===== src/design/oc_pkg.sv =====
package oc_pkg;
    localparam logic [15:0] COUNTER_RESET  = 16'hFFFC;
    localparam logic [15:0] CAPTURE_OPM    = 16'hFFFD;
    localparam logic [15:0] COMPARE_RESET  = 16'h8000;
    localparam int          PULSE_OFFSET   = 5;
    // byte register indices (8-bit data, low bits of the bus)
    localparam logic [3:0] ADDR_CTRL1     = 4'h0;
    localparam logic [3:0] ADDR_CTRL2     = 4'h1;
    localparam logic [3:0] ADDR_STATUS    = 4'h2;
    localparam logic [3:0] ADDR_CAP1_HI   = 4'h3;
    localparam logic [3:0] ADDR_CAP1_LO   = 4'h4;
    localparam logic [3:0] ADDR_CMP1_HI   = 4'h5;
    localparam logic [3:0] ADDR_CMP1_LO   = 4'h6;
    localparam logic [3:0] ADDR_CNT_HI    = 4'h7;
    localparam logic [3:0] ADDR_CNT_LO    = 4'h8;
    localparam logic [3:0] ADDR_CAP2_HI   = 4'h9;
    localparam logic [3:0] ADDR_CAP2_LO   = 4'hA;
    localparam logic [3:0] ADDR_CMP2_HI   = 4'hB;
    localparam logic [3:0] ADDR_CMP2_LO   = 4'hC;
    // control one fields
    localparam int C1_CAPIE  = 7;
    localparam int C1_CMPIE  = 6;
    localparam int C1_EDGE1  = 1;
    localparam int C1_LVL1   = 0;
    localparam int C1_FORCE2 = 4;
    localparam int C1_FORCE1 = 3;
    localparam int C1_LVL2   = 2;
    // control two fields
    localparam int C2_PIN1   = 7;
    localparam int C2_PIN2   = 6;
    localparam int C2_OPM    = 5;
    localparam int C2_PWM    = 4;
    localparam int C2_CLKHI  = 3;
    localparam int C2_CLKLO  = 2;
    localparam int C2_EDGE2  = 1;
    localparam int C2_EXTEDG = 0;
    // status fields
    localparam int ST_CAP1 = 7;
    localparam int ST_CMP1 = 6;
    localparam int ST_CAP2 = 4;
    localparam int ST_CMP2 = 3;
    localparam logic [1:0] CLK_DIV2 = 2'b00;
    localparam logic [1:0] CLK_DIV4 = 2'b01;
    localparam logic [1:0] CLK_DIV8 = 2'b10;
    localparam logic [1:0] CLK_EXT  = 2'b11;
endpackage : oc_pkg


===== src/design/output_compare_one_pulse.sv =====
// The strobed register port and the register addresses were left to the implementer.
`timescale 1ns/100ps
// How it works
// - two 16-bit compare values checked against the counter every timer tick
// - compare values software read/write only, reset to 8000h
// - match sets flag i and drives level i on enabled pin i
// - compare interrupt needs compare irq enable and cleared cpu mask
// - flag cleared by status read while set, then low byte access
// - high byte write inhibits compare until low byte written
// - disabled pin gets no level, interrupt still possible
// - flag and pin set in the tick where counter equals compare
// - force copies level to enabled pin, no flag, no interrupt
// - force ignored in one-pulse or pwm mode
// - tick is cpu clock over 2, 4, 8 or external clock
// - one-pulse mode uses capture 1 with compare 1
// - trigger edge: counter FFFCh, level 2 on pin 1, flag, capture FFFDh
// - trigger capture flag raises interrupt if capture irq enabled
// - counter equal compare 1 drives level 1, ending pulse
// - pulse length is compare value 1 plus 5 ticks
// - one-pulse: flag 1 never set, compare 2 still works
// - both mode bits set means only pwm mode
// - equal levels give constant output
// - capture input 1 does no capture in one-pulse mode
// - compare 2 drives no pin in one-pulse mode
// - counter free-runs, resets to FFFCh, reload on low byte write
module output_compare_one_pulse (
    input  wire logic       mclk,
    input  wire logic       rst,
    input  wire logic [3:0] addr,
    input  wire logic [7:0] wrData,
    input  wire logic       wrStb,
    input  wire logic       rdStb,
    output logic      [7:0] rdData,
    input  wire logic       cpuIrqMask,
    input  wire logic       capturePin1,
    input  wire logic       capturePin2,
    input  wire logic       extClockPin,
    output logic            comparePin1,
    output logic            comparePin1Oe,
    output logic            comparePin2,
    output logic            comparePin2Oe,
    output logic            timerIrq
);
    import oc_pkg::*;

    logic [7:0]  ctrl1;
    logic [7:0]  ctrl2;
    logic [15:0] counter;
    logic [15:0] cmpVal [2];
    logic [15:0] capVal [2];
    logic [1:0]  cmpFlag;
    logic [1:0]  capFlag;
    logic [1:0]  cmpInhibit;
    logic [1:0]  cmpArm;
    logic [1:0]  capArm;
    logic [1:0]  capInhibit;
    logic [7:0]  cntLatch;
    logic        cntLatched;
    logic [2:0]  ca1Sync;
    logic [2:0]  ca2Sync;
    logic [2:0]  extSync;
    logic [2:0]  divCnt;
    logic        tick;
    logic        pwmMode;
    logic        opmMode;
    logic [1:0]  match;
    logic        cap1Edge;
    logic        cap2Edge;
    logic        extEdge;
    logic [7:0]  statusByte;

    assign pwmMode = ctrl2[C2_PWM];
    assign opmMode = ctrl2[C2_OPM] & ~ctrl2[C2_PWM];

    // synchronisers: stage 0 only feeds stage 1
    always_ff @(posedge mclk or posedge rst) begin
        if (rst) begin
            ca1Sync <= 3'h0;
            ca2Sync <= 3'h0;
            extSync <= 3'h0;
        end else begin
            ca1Sync <= {ca1Sync[1:0], capturePin1};
            ca2Sync <= {ca2Sync[1:0], capturePin2};
            extSync <= {extSync[1:0], extClockPin};
        end
    end

    assign cap1Edge = ctrl1[C1_EDGE1] ? (ca1Sync[1] & ~ca1Sync[2]) : (~ca1Sync[1] & ca1Sync[2]);
    assign cap2Edge = ctrl2[C2_EDGE2] ? (ca2Sync[1] & ~ca2Sync[2]) : (~ca2Sync[1] & ca2Sync[2]);
    assign extEdge  = ctrl2[C2_EXTEDG] ? (extSync[1] & ~extSync[2]) : (~extSync[1] & extSync[2]);

    // tick divider; external edge used directly as tick enable
    always_ff @(posedge mclk or posedge rst) begin
        if (rst) begin
            divCnt <= 3'h0;
        end else begin
            divCnt <= divCnt + 3'h1;
        end
    end

    always_comb begin
        case (ctrl2[C2_CLKHI:C2_CLKLO])
            CLK_DIV2: tick = divCnt[0];
            CLK_DIV4: tick = &divCnt[1:0];
            CLK_DIV8: tick = &divCnt;
            CLK_EXT:  tick = extEdge;
            default:  tick = 1'b0;
        endcase
    end

    logic wrCntLo;
    logic opmTrig;
    assign wrCntLo = wrStb && addr == ADDR_CNT_LO;
    assign opmTrig = opmMode && cap1Edge;

    always_ff @(posedge mclk or posedge rst) begin
        if (rst) begin
            counter <= COUNTER_RESET;
        end else if (wrCntLo || opmTrig) begin
            counter <= COUNTER_RESET;
        end else if (tick) begin
            counter <= counter + 16'h0001;
        end
    end

    // match is sampled on the tick that leaves the matching value, once per value
    always_comb begin
        for (int i = 0; i < 2; i++) begin
            match[i] = tick && !cmpInhibit[i] && counter == cmpVal[i];
        end
    end

    logic [1:0] wrCmpHi;
    logic [1:0] accCmpLo;
    logic [1:0] accCapLo;
    logic [1:0] rdCapHi;
    logic       rdStatus;
    assign wrCmpHi[0]  = wrStb && addr == ADDR_CMP1_HI;
    assign wrCmpHi[1]  = wrStb && addr == ADDR_CMP2_HI;
    assign accCmpLo[0] = (wrStb || rdStb) && addr == ADDR_CMP1_LO;
    assign accCmpLo[1] = (wrStb || rdStb) && addr == ADDR_CMP2_LO;
    assign accCapLo[0] = (wrStb || rdStb) && addr == ADDR_CAP1_LO;
    assign accCapLo[1] = (wrStb || rdStb) && addr == ADDR_CAP2_LO;
    assign rdCapHi[0]  = rdStb && addr == ADDR_CAP1_HI;
    assign rdCapHi[1]  = rdStb && addr == ADDR_CAP2_HI;
    assign rdStatus    = rdStb && addr == ADDR_STATUS;

    always_ff @(posedge mclk or posedge rst) begin
        if (rst) begin
            ctrl1 <= 8'h00;
            ctrl2 <= 8'h00;
        end else if (wrStb && addr == ADDR_CTRL1) begin
            ctrl1 <= wrData;
        end else if (wrStb && addr == ADDR_CTRL2) begin
            ctrl2 <= wrData;
        end
    end

    // compare values: only software writes them
    always_ff @(posedge mclk or posedge rst) begin
        if (rst) begin
            cmpVal[0]  <= COMPARE_RESET;
            cmpVal[1]  <= COMPARE_RESET;
            cmpInhibit <= 2'b00;
        end else begin
            for (int i = 0; i < 2; i++) begin
                if (wrCmpHi[i]) begin
                    cmpVal[i][15:8] <= wrData;
                    cmpInhibit[i]   <= 1'b1;
                end else if (wrStb && accCmpLo[i]) begin
                    cmpVal[i][7:0] <= wrData;
                    cmpInhibit[i]  <= 1'b0;
                end
            end
        end
    end

    // flags: set beats clear in the same cycle
    always_ff @(posedge mclk or posedge rst) begin
        if (rst) begin
            cmpFlag <= 2'b00;
            cmpArm  <= 2'b00;
        end else begin
            for (int i = 0; i < 2; i++) begin
                if (rdStatus && cmpFlag[i]) begin
                    cmpArm[i] <= 1'b1;
                end else if (accCmpLo[i]) begin
                    cmpArm[i] <= 1'b0;
                end
            end
            // compare 1 never flags in one-pulse, neither flags in pwm
            if (match[0] && !opmMode && !pwmMode) begin
                cmpFlag[0] <= 1'b1;
            end else if (accCmpLo[0] && cmpArm[0]) begin
                cmpFlag[0] <= 1'b0;
            end
            if (match[1] && !pwmMode) begin
                cmpFlag[1] <= 1'b1;
            end else if (accCmpLo[1] && cmpArm[1]) begin
                cmpFlag[1] <= 1'b0;
            end
        end
    end

    // capture: pin 1 captures nothing in one-pulse, trigger loads fixed value
    always_ff @(posedge mclk or posedge rst) begin
        if (rst) begin
            capFlag    <= 2'b00;
            capArm     <= 2'b00;
            capInhibit <= 2'b00;
            capVal[0]  <= 16'h0000;
            capVal[1]  <= 16'h0000;
        end else begin
            for (int i = 0; i < 2; i++) begin
                if (rdStatus && capFlag[i]) begin
                    capArm[i] <= 1'b1;
                end else if (accCapLo[i]) begin
                    capArm[i] <= 1'b0;
                end
                if (rdCapHi[i]) begin
                    capInhibit[i] <= 1'b1;
                end else if (accCapLo[i]) begin
                    capInhibit[i] <= 1'b0;
                end
            end
            if (opmTrig) begin
                capFlag[0] <= 1'b1;
                capVal[0]  <= CAPTURE_OPM;
            end else if (cap1Edge && !opmMode && !pwmMode && !capInhibit[0]) begin
                capFlag[0] <= 1'b1;
                capVal[0]  <= counter;
            end else if (accCapLo[0] && capArm[0]) begin
                capFlag[0] <= 1'b0;
            end
            if (cap2Edge && !capInhibit[1]) begin
                capFlag[1] <= 1'b1;
                capVal[1]  <= counter;
            end else if (accCapLo[1] && capArm[1]) begin
                capFlag[1] <= 1'b0;
            end
        end
    end

    // pin 1: trigger starts pulse with level 2, compare 1 ends it with level 1
    always_ff @(posedge mclk or posedge rst) begin
        if (rst) begin
            comparePin1 <= 1'b0;
        end else if (opmMode) begin
            if (opmTrig) begin
                comparePin1 <= ctrl1[C1_LVL2];
            end else if (match[0]) begin
                comparePin1 <= ctrl1[C1_LVL1];
            end
        end else if (!pwmMode && (match[0] || ctrl1[C1_FORCE1])) begin
            comparePin1 <= ctrl1[C1_LVL1];
        end
    end

    always_ff @(posedge mclk or posedge rst) begin
        if (rst) begin
            comparePin2 <= 1'b0;
        end else if (!opmMode && !pwmMode && (match[1] || ctrl1[C1_FORCE2])) begin
            comparePin2 <= ctrl1[C1_LVL2];
        end
    end

    // pin stays general io while its enable is clear
    always_ff @(posedge mclk or posedge rst) begin
        if (rst) begin
            comparePin1Oe <= 1'b0;
            comparePin2Oe <= 1'b0;
        end else begin
            comparePin1Oe <= ctrl2[C2_PIN1];
            comparePin2Oe <= ctrl2[C2_PIN2] & ~opmMode & ~pwmMode;
        end
    end

    always_ff @(posedge mclk or posedge rst) begin
        if (rst) begin
            timerIrq <= 1'b0;
        end else begin
            timerIrq <= !cpuIrqMask && ((ctrl1[C1_CMPIE] && |cmpFlag)
                        || (ctrl1[C1_CAPIE] && |capFlag));
        end
    end

    assign statusByte = {capFlag[0], cmpFlag[0], 1'b0, capFlag[1], cmpFlag[1], 3'h0};

    // counter low byte is held after a high byte read
    always_ff @(posedge mclk or posedge rst) begin
        if (rst) begin
            cntLatch   <= 8'h00;
            cntLatched <= 1'b0;
        end else if (rdStb && addr == ADDR_CNT_HI && !cntLatched) begin
            cntLatch   <= counter[7:0];
            cntLatched <= 1'b1;
        end else if (rdStb && addr == ADDR_CNT_LO) begin
            cntLatched <= 1'b0;
        end
    end

    always_ff @(posedge mclk or posedge rst) begin
        if (rst) begin
            rdData <= 8'h00;
        end else if (rdStb) begin
            case (addr)
                ADDR_CTRL1:   rdData <= ctrl1;
                ADDR_CTRL2:   rdData <= ctrl2;
                ADDR_STATUS:  rdData <= statusByte;
                ADDR_CAP1_HI: rdData <= capVal[0][15:8];
                ADDR_CAP1_LO: rdData <= capVal[0][7:0];
                ADDR_CMP1_HI: rdData <= cmpVal[0][15:8];
                ADDR_CMP1_LO: rdData <= cmpVal[0][7:0];
                ADDR_CNT_HI:  rdData <= counter[15:8];
                ADDR_CNT_LO:  rdData <= cntLatched ? cntLatch : counter[7:0];
                ADDR_CAP2_HI: rdData <= capVal[1][15:8];
                ADDR_CAP2_LO: rdData <= capVal[1][7:0];
                ADDR_CMP2_HI: rdData <= cmpVal[1][15:8];
                ADDR_CMP2_LO: rdData <= cmpVal[1][7:0];
                default:      rdData <= 8'h00;
            endcase
        end else begin
            rdData <= 8'h00;
        end
    end

    AST_FLAG_ON_MATCH: assert property (@(posedge mclk) disable iff (rst)
        match[1] && !pwmMode |=> cmpFlag[1]) else $error("compare 2 flag not set");
    AST_NO_FLAG1_OPM: assert property (@(posedge mclk) disable iff (rst)
        opmMode && !cmpFlag[0] && $past(!cmpFlag[0]) |=> !$rose(cmpFlag[0]) || !$past(opmMode))
        else $error("flag 1 set in one-pulse");
    AST_TRIG_COUNTER: assert property (@(posedge mclk) disable iff (rst)
        opmTrig |=> counter == COUNTER_RESET && capVal[0] == CAPTURE_OPM && capFlag[0])
        else $error("trigger reload wrong");
    AST_TRIG_PIN: assert property (@(posedge mclk) disable iff (rst)
        opmTrig |=> comparePin1 == $past(ctrl1[C1_LVL2])) else $error("pulse not started");
    AST_INHIBIT: assert property (@(posedge mclk) disable iff (rst)
        wrCmpHi[1] |=> !match[1]) else $error("compare not inhibited");
    AST_CNT_RELOAD: assert property (@(posedge mclk) disable iff (rst)
        wrCntLo |=> counter == COUNTER_RESET) else $error("counter not reloaded");
    AST_IRQ_MASK: assert property (@(posedge mclk) disable iff (rst)
        cpuIrqMask |=> !timerIrq) else $error("irq despite mask");
    AST_CLEAR_SEQ: assert property (@(posedge mclk) disable iff (rst)
        $fell(cmpFlag[1]) |-> $past(accCmpLo[1]) && $past(cmpArm[1]))
        else $error("flag cleared without sequence");
    COV_OPM_PULSE: cover property (@(posedge mclk) opmTrig ##[1:300] match[0]);
    COV_FORCE: cover property (@(posedge mclk) ctrl1[C1_FORCE1] && !opmMode);
    COV_IRQ: cover property (@(posedge mclk) $rose(timerIrq));
endmodule : output_compare_one_pulse


===== config.mk =====
export PLATFORM = sky130hd
export DESIGN_NAME = output_compare_one_pulse
export DESIGN_NICKNAME = d
export VERILOG_FILES = /design/src/design/oc_pkg.sv /design/src/design/output_compare_one_pulse.sv
export SDC_FILE = /design/constraint.sdc
export NUM_CORES = 1
export LEC_CHECK = 0
export ABC_AREA = 1
export BUFFER_PORTS_ARGS = -buffer_cell sky130_fd_sc_hd__buf_2
export CAP_MARGIN = 25
export CORE_MARGIN = 5
export CORE_UTILIZATION = 45
export CTS_CLUSTER_SIZE = 16
export DETAILED_ROUTE_END_ITERATION = 10
export PLACE_DENSITY = 0.7
export SYNTH_ARGS = -nofsm -noshare
export SYNTH_HDL_FRONTEND = slang
export SYNTH_SLANG_ARGS = --single-unit

===== constraint.sdc =====
create_clock -name mclk -period 9.5 [get_ports mclk]
set_input_delay 1.425 -clock mclk [delete_from_list [all_inputs] [get_ports mclk]]
set_output_delay 1.425 -clock mclk [all_outputs]
set_load 0.005 [all_outputs]

* Word level (Yosys, flattened, before mapping)
Cells that the tools add are included.
** Cells by class
- Add/sub/neg operators :: 2
- Equality and inequality tests :: 18
- Multiplexer cells :: 40
- Bitwise gates (word level) :: 20
- Reduce and logical (&&, ||, !) cells :: 82
** Operators with widths (count)
- $pmux 8 s13 :: 1
- $mux 16 :: 4
- $logic_and 1x1->1 :: 43
- $eq 16x16->1 :: 2
- $mux 1 :: 32
- $reduce_bool 2->1 :: 15
- $eq 4x4->1 const B :: 5
- $add 16x1->16 const B :: 1
- $eq 4x3->1 const B :: 4
- $mux 8 :: 2
- $not 1->1 :: 11
- $reduce_and 2->1 :: 5
- $and 1x1->1 :: 9
- $eq 4x2->1 const B :: 2
- $logic_not 1->1 :: 8
- $logic_or 1x1->1 :: 5
- $eq 2x2->1 const B :: 2
- $eq 4x1->1 const B :: 1
- $logic_not 4->1 :: 1
- $pmux 1 s4 :: 1
- $reduce_or 2->1 :: 2
- $add 3x1->3 const B :: 1
- $ne 3x1->1 const B :: 1
- $reduce_and 3->1 :: 1
- other kinds (3) :: 3
** Word-level totals
- Bits in registers :: 142
- Bits of input ports :: 20
- Word-level logic and storage cells :: 195

* Longest topological paths before layout
- Depth after elaboration :: 10
- Gate-level depth with buffers :: 13

* Worst setup path after synthesis
Ideal clock, no wire load.
- Path kind :: input to register
- From :: input addr[1]
- To :: register counter[0]
- Setup time :: 0.124 ns
- Data arrival time :: 2.261 ns
- Required time :: 9.376 ns
- Slack :: 7.115 ns
- Stages on the path :: 9
- Buffers on the path :: 1
- Cells stage by stage :: inv_1 -> nand2_1 -> nor2_2 -> nand2_1 -> nand2_2 -> inv_2 -> buf_2 -> nand3_1 -> o21ai_1
** Between the ends
- Longest elaborated chain between the ends :: 4
** RTL lines
- start, declared :: RTL line output_compare_one_pulse.sv:29 : input wire logic [3:0] addr,
- $eq 4x4->1 * :: RTL line output_compare_one_pulse.sv:113 : assign wrCntLo = wrStb && addr == ADDR_CNT_LO;
- $logic_and 1x1->1 * :: RTL line output_compare_one_pulse.sv:113
- $logic_or 1x1->1 * :: RTL line output_compare_one_pulse.sv:119 : end else if (wrCntLo || opmTrig) begin
- $mux 16 / $reduce_bool 2->1 (equally long branches)
- end signal, assigned :: RTL line output_compare_one_pulse.sv:122 : counter <= counter + 16'h0001;
- end, declared :: RTL line output_compare_one_pulse.sv:48 : logic [15:0] counter;
Every way passes the cells marked *; elsewhere a longest branch is shown, timed or not.
A chain may end at the register's enable or synchronous reset.

* Final worst setup path
- From :: input addr[1]
- To :: register cmpVal[1] (netlist name)
** Between the ends
- Longest elaborated chain between the ends :: 4
** RTL lines
- $eq 4x4->1 (on tied branches) :: RTL line output_compare_one_pulse.sv:141, output_compare_one_pulse.sv:139
- $logic_and 1x1->1 (on tied branches) :: RTL line output_compare_one_pulse.sv:141, output_compare_one_pulse.sv:139
- $logic_and 1x1->1 / $not 1->1 (equally long branches)
- $reduce_and 2->1 (no source line) *
- end signal, assigned by index :: RTL line output_compare_one_pulse.sv:168 : cmpVal[i][15:8] <= wrData;
- end signal, assigned by index :: RTL line output_compare_one_pulse.sv:171 : cmpVal[i][7:0] <= wrData;
- end, declared :: RTL line output_compare_one_pulse.sv:49 : logic [15:0] cmpVal [2];
Marks and branches as above.

==> results.txt <==
----------------------------------------------------
[Outcome]
  Status ... complete, no violations

[Floorplanning]
  Die area ... about 0.018 mm2
  Die outline width ... ~130 um
  Vertical extent of the die ... roughly 130 um
  Std-Cell Core Area ... between 0.015 and 0.02 mm2
  Initial cell density of the core ... between 40% and 50%
  I/O pin count ... 33
  Cell Rows ... 45

[Detailed routing]
  Initial DRT Pass Iterations ... 6
  Via count ... 6146
  DR vias/cell ... around 5.6
  Detailed-route DRC error count ... 0
  Number of nets still failing antenna checks after routing ... 0
  Avg WL per Cell ... approximately 19 um
  Final wirelength ... roughly 20000 um
  Starting DRC count in detailed routing ... 842

[Yosys]
  Top flip-flop cell by instance count after synthesis ... dfrtp_1
  Sequential share of the synthesized area ... approximately half
  Nets in the synthesized netlist ... slightly below 900
  Share of flip-flops with an asynchronous set or reset after synthesis ... between 90% and 100%
  Dominant combinational cell family by area after synthesis ... simple AND/OR/NAND/NOR gates
  Mapped Cells ... 855
  Adder and majority gate portion of the synthesized area ... 0.546%
  Fraction of synthesized cell area in xor and xnor cells ... 2.29%
  Register bit count reported by yosys ... around 140
  Number of distinct library cells after synthesis ... 35
  Number of enable flip-flop cells after synthesis ... 0
  Multiplexer fraction of the synthesized cell area ... 0%
  Post-Syn Area per Cell ... around 8.0 um2
  Area fraction in and, or, nand and nor cells after synthesis ... between 20% and 30%
  Number of warnings printed during yosys synthesis ... 0
  Synthesized cell area ... 0.00688 mm2
  Post-synthesis compound-gate area fraction ... ~15%

[STA]
  Achievable Freq ... 388 MHz
  Min Tclk post-route ... between 2000 and 3000 ps
  RSZ-0062 raised after global routing ... false
  Final clock period utilization by the worst path ... a little over a quarter
  Clock Skew ... about 7.6 ps
  Max transition margin ... between 30 and 40%
  Final total negative setup slack ... 0 ps
  Setup slack after layout ... ~6900 ps
  Final setup violation count ... 0
  Worst-Margin Slew ... about 900 ps
  Final Slew Violations ... 0
  Final hold violations ... 0

[Clock network]
  # resized after CTS ... 0
  Clock latency reported for the late side of the worst-skew pair ... 440 ps
  Clock-pin slew of the registers on the worst-case setup and hold paths ... about 60 ps
  Clock tree root buffer cell ... clkbuf_16
  Post-CTS Setup Bufs ... 0
  CTS buffer count ... 17
  CTS H-tree lvls ... 4
  CTS tree ... yes
  Maximum clock path buffer count ... 2
  Sinks on the clock net ... roughly 140
  Hold buffer count at CTS ... 0

[Setup path]
  Total buffers and inverters traversed by the critical path ... 1
  Worst-path maximum fanout ... 16
  CP Cell Sequence ... buf_2 -> nor2_1 -> nand2_1 -> nor2_2 -> nand2_1 -> o21ai_0
  CP dominant cell by count ... nand2_1
  Reg-to-reg startpoint ... divCnt[0]$_DFF_PP0_
  Data arrival time of the worst path ... just under 3000 ps
  Class of the most critical setup path ... in2reg
  WP data required ... between 9000 and 10000 ps
  Setup crit start ... addr[1]
  Critical path endpoint category ... flip-flop
  Critical Path Source Type ... primary input
  Kind of cell adding the most delay to the critical path ... simple AND/OR/NAND/NOR gates
  Crit path max-delay cell type ... nor2_2
  Delay of the slowest critical-path stage ... approximately 580 ps
  Flop2flop setup slack ... roughly 7300 ps

[Layout]
  Share of post-route cells with drive strength above 1 ... between 10% and 20%
  Fin area ... about 0.0078 mm2
  Most common library cell in the layout ignoring fill and taps ... nand2_1
  Core utilization of the finished layout ... 51.8%
  Commonest cells after routing, fill and taps aside ... 224 x nand2_1, 126 x dfrtp_1, 109 x o21ai_0, 103 x inv_1, 59 x nor2_1
  Synthesis-to-finish area growth ... 13.8%
  Net count, final ... 912
  Ant diodes ... 0

[Placement]
  Placed cell area ... 0.00720 mm2
  Placed wire-length estimate after detailed placement ... between 10000 and 15000 um
  Final weighted congestion in routability-driven placement ... 0.925
  Post-placement worst setup slack ... 6510 ps
  Count of input and output buffers ... 32

[Run]
  Max-capacitance violation count ... 0

[Global route]
  Maximum number of pins on one net before global-route repair ... 74
  First-pass GRT wire length ... around 33000 um
  Number of global-route vias before repair ... between 5000 and 6000
  Overall routing resource usage ... between 20% and 30%
  Initial antenna violation count ... 0
  Total grt overflow ... 0

[Power]
  Peak supply drop ... approximately 0.14 mV
  Leakage power ... between 3 and 4 nW
  Power Density ... around 280 mW/mm2
  Overall power ... 2.21 mW

[Min path]
  Startpoint of the worst hold path ... extSync[0]$_DFF_PP0_
  Min-Delay Path Class ... reg2reg

----------------------------------------------------
## kinds of logic (layout without fill, tap and decap cells)
kind of cell               after synthesis  count (layout)
xor gates and xnor gates                18              18
adders and majority gates                3               3
DFF                                    142             142
buffers and inverters                  136             183
and+or+nand+nor                        363             363
AOI/OAI and AO/OA                      193             193
## through the flow
stage | instances | hold slack [ps]
floorplan | 855 | 331
global placement | 1057 | 332
detailed placement | 1058 | 336
CTS | 1090 | 350
global route | 1090 | 359
finish | 1090 | 347
## worst paths after layout
kind / to / cells past startpoint
worst min register to register: extSync[1]$_DFF_PP0_ / 0
worst max-delay path: cmpVal[1]$_DFFE_PP0P_ / 6
worst min-delay path: extSync[1]$_DFF_PP0_ / 0
worst max register to register: comparePin1$_DFFE_PP0P_ / 10
max in group asynchronous: ca2Sync[2]$_DFF_PP0_ / 3
min in group asynchronous: cmpVal[18]$_DFFE_PP0P_ / 2
## sequential cells by signal (all words and copies together) (netlist names), 3 cells and up
name and flops:
ca2Sync 3, cntLatch 8, extSync 3, ca1Sync 3
counter 16, ctrl2 8, divCnt 3, rdData 8
cmpVal 32, capVal 32, ctrl1 8
## area by class of cell
class | instances | area [um2]
repair buffers | 35 | 190
clock buffers | 20 | 457
clock inverters | 12 | 161
flip-flops and latches | 142 | 3570
inverters | 116 | 440
fillers | 1444 | 7270
multi-input cells | 577 | 2770
well taps | 188 | 235
## layer usage
| metal | global-route usage, % | wire length [um] | vias to the layer above |
|---|---|---|---|
| met5 | 0 | 0 | - |
| met4 | 10.2 | 789 | 0 |
| met3 | 6.57 | 2050 | 68 |
| met2 | 35.7 | 8960 | 338 |
| met1 | 32.3 | 8480 | 2903 |
| li1 | - | - | 2837 |
## report_power, final
group | leakage [nW] | switching [mW] | internal (mW)
clock network | 0.293 | 0.265 | 0.428
logic | 1.85 | 0.362 | 0.189
registers | 1.70 | 0.165 | 0.800
total | 3.85 | 0.792 | 1.42
## Yosys cell counts, types with 8 or more instances
library cell,instances,share of area (%)
xnor2_1,14,1.8
nand3_1,38,2.8
dfrtp_1,126,46
inv_2,12,0.65
o21ai_1,34,2.5
nand2_1,224,12
a21oi_1,15,1.1
nor2_1,59,3.2
nand2_2,10,0.91
o21ai_0,109,7.9
inv_1,104,5.7
nor3_1,14,1.0
a31oi_1,8,0.73
o22ai_1,13,1.2
dfstp_2,16,6.1
buf_2,13,0.95
Power figures use the tool's default switching activity.
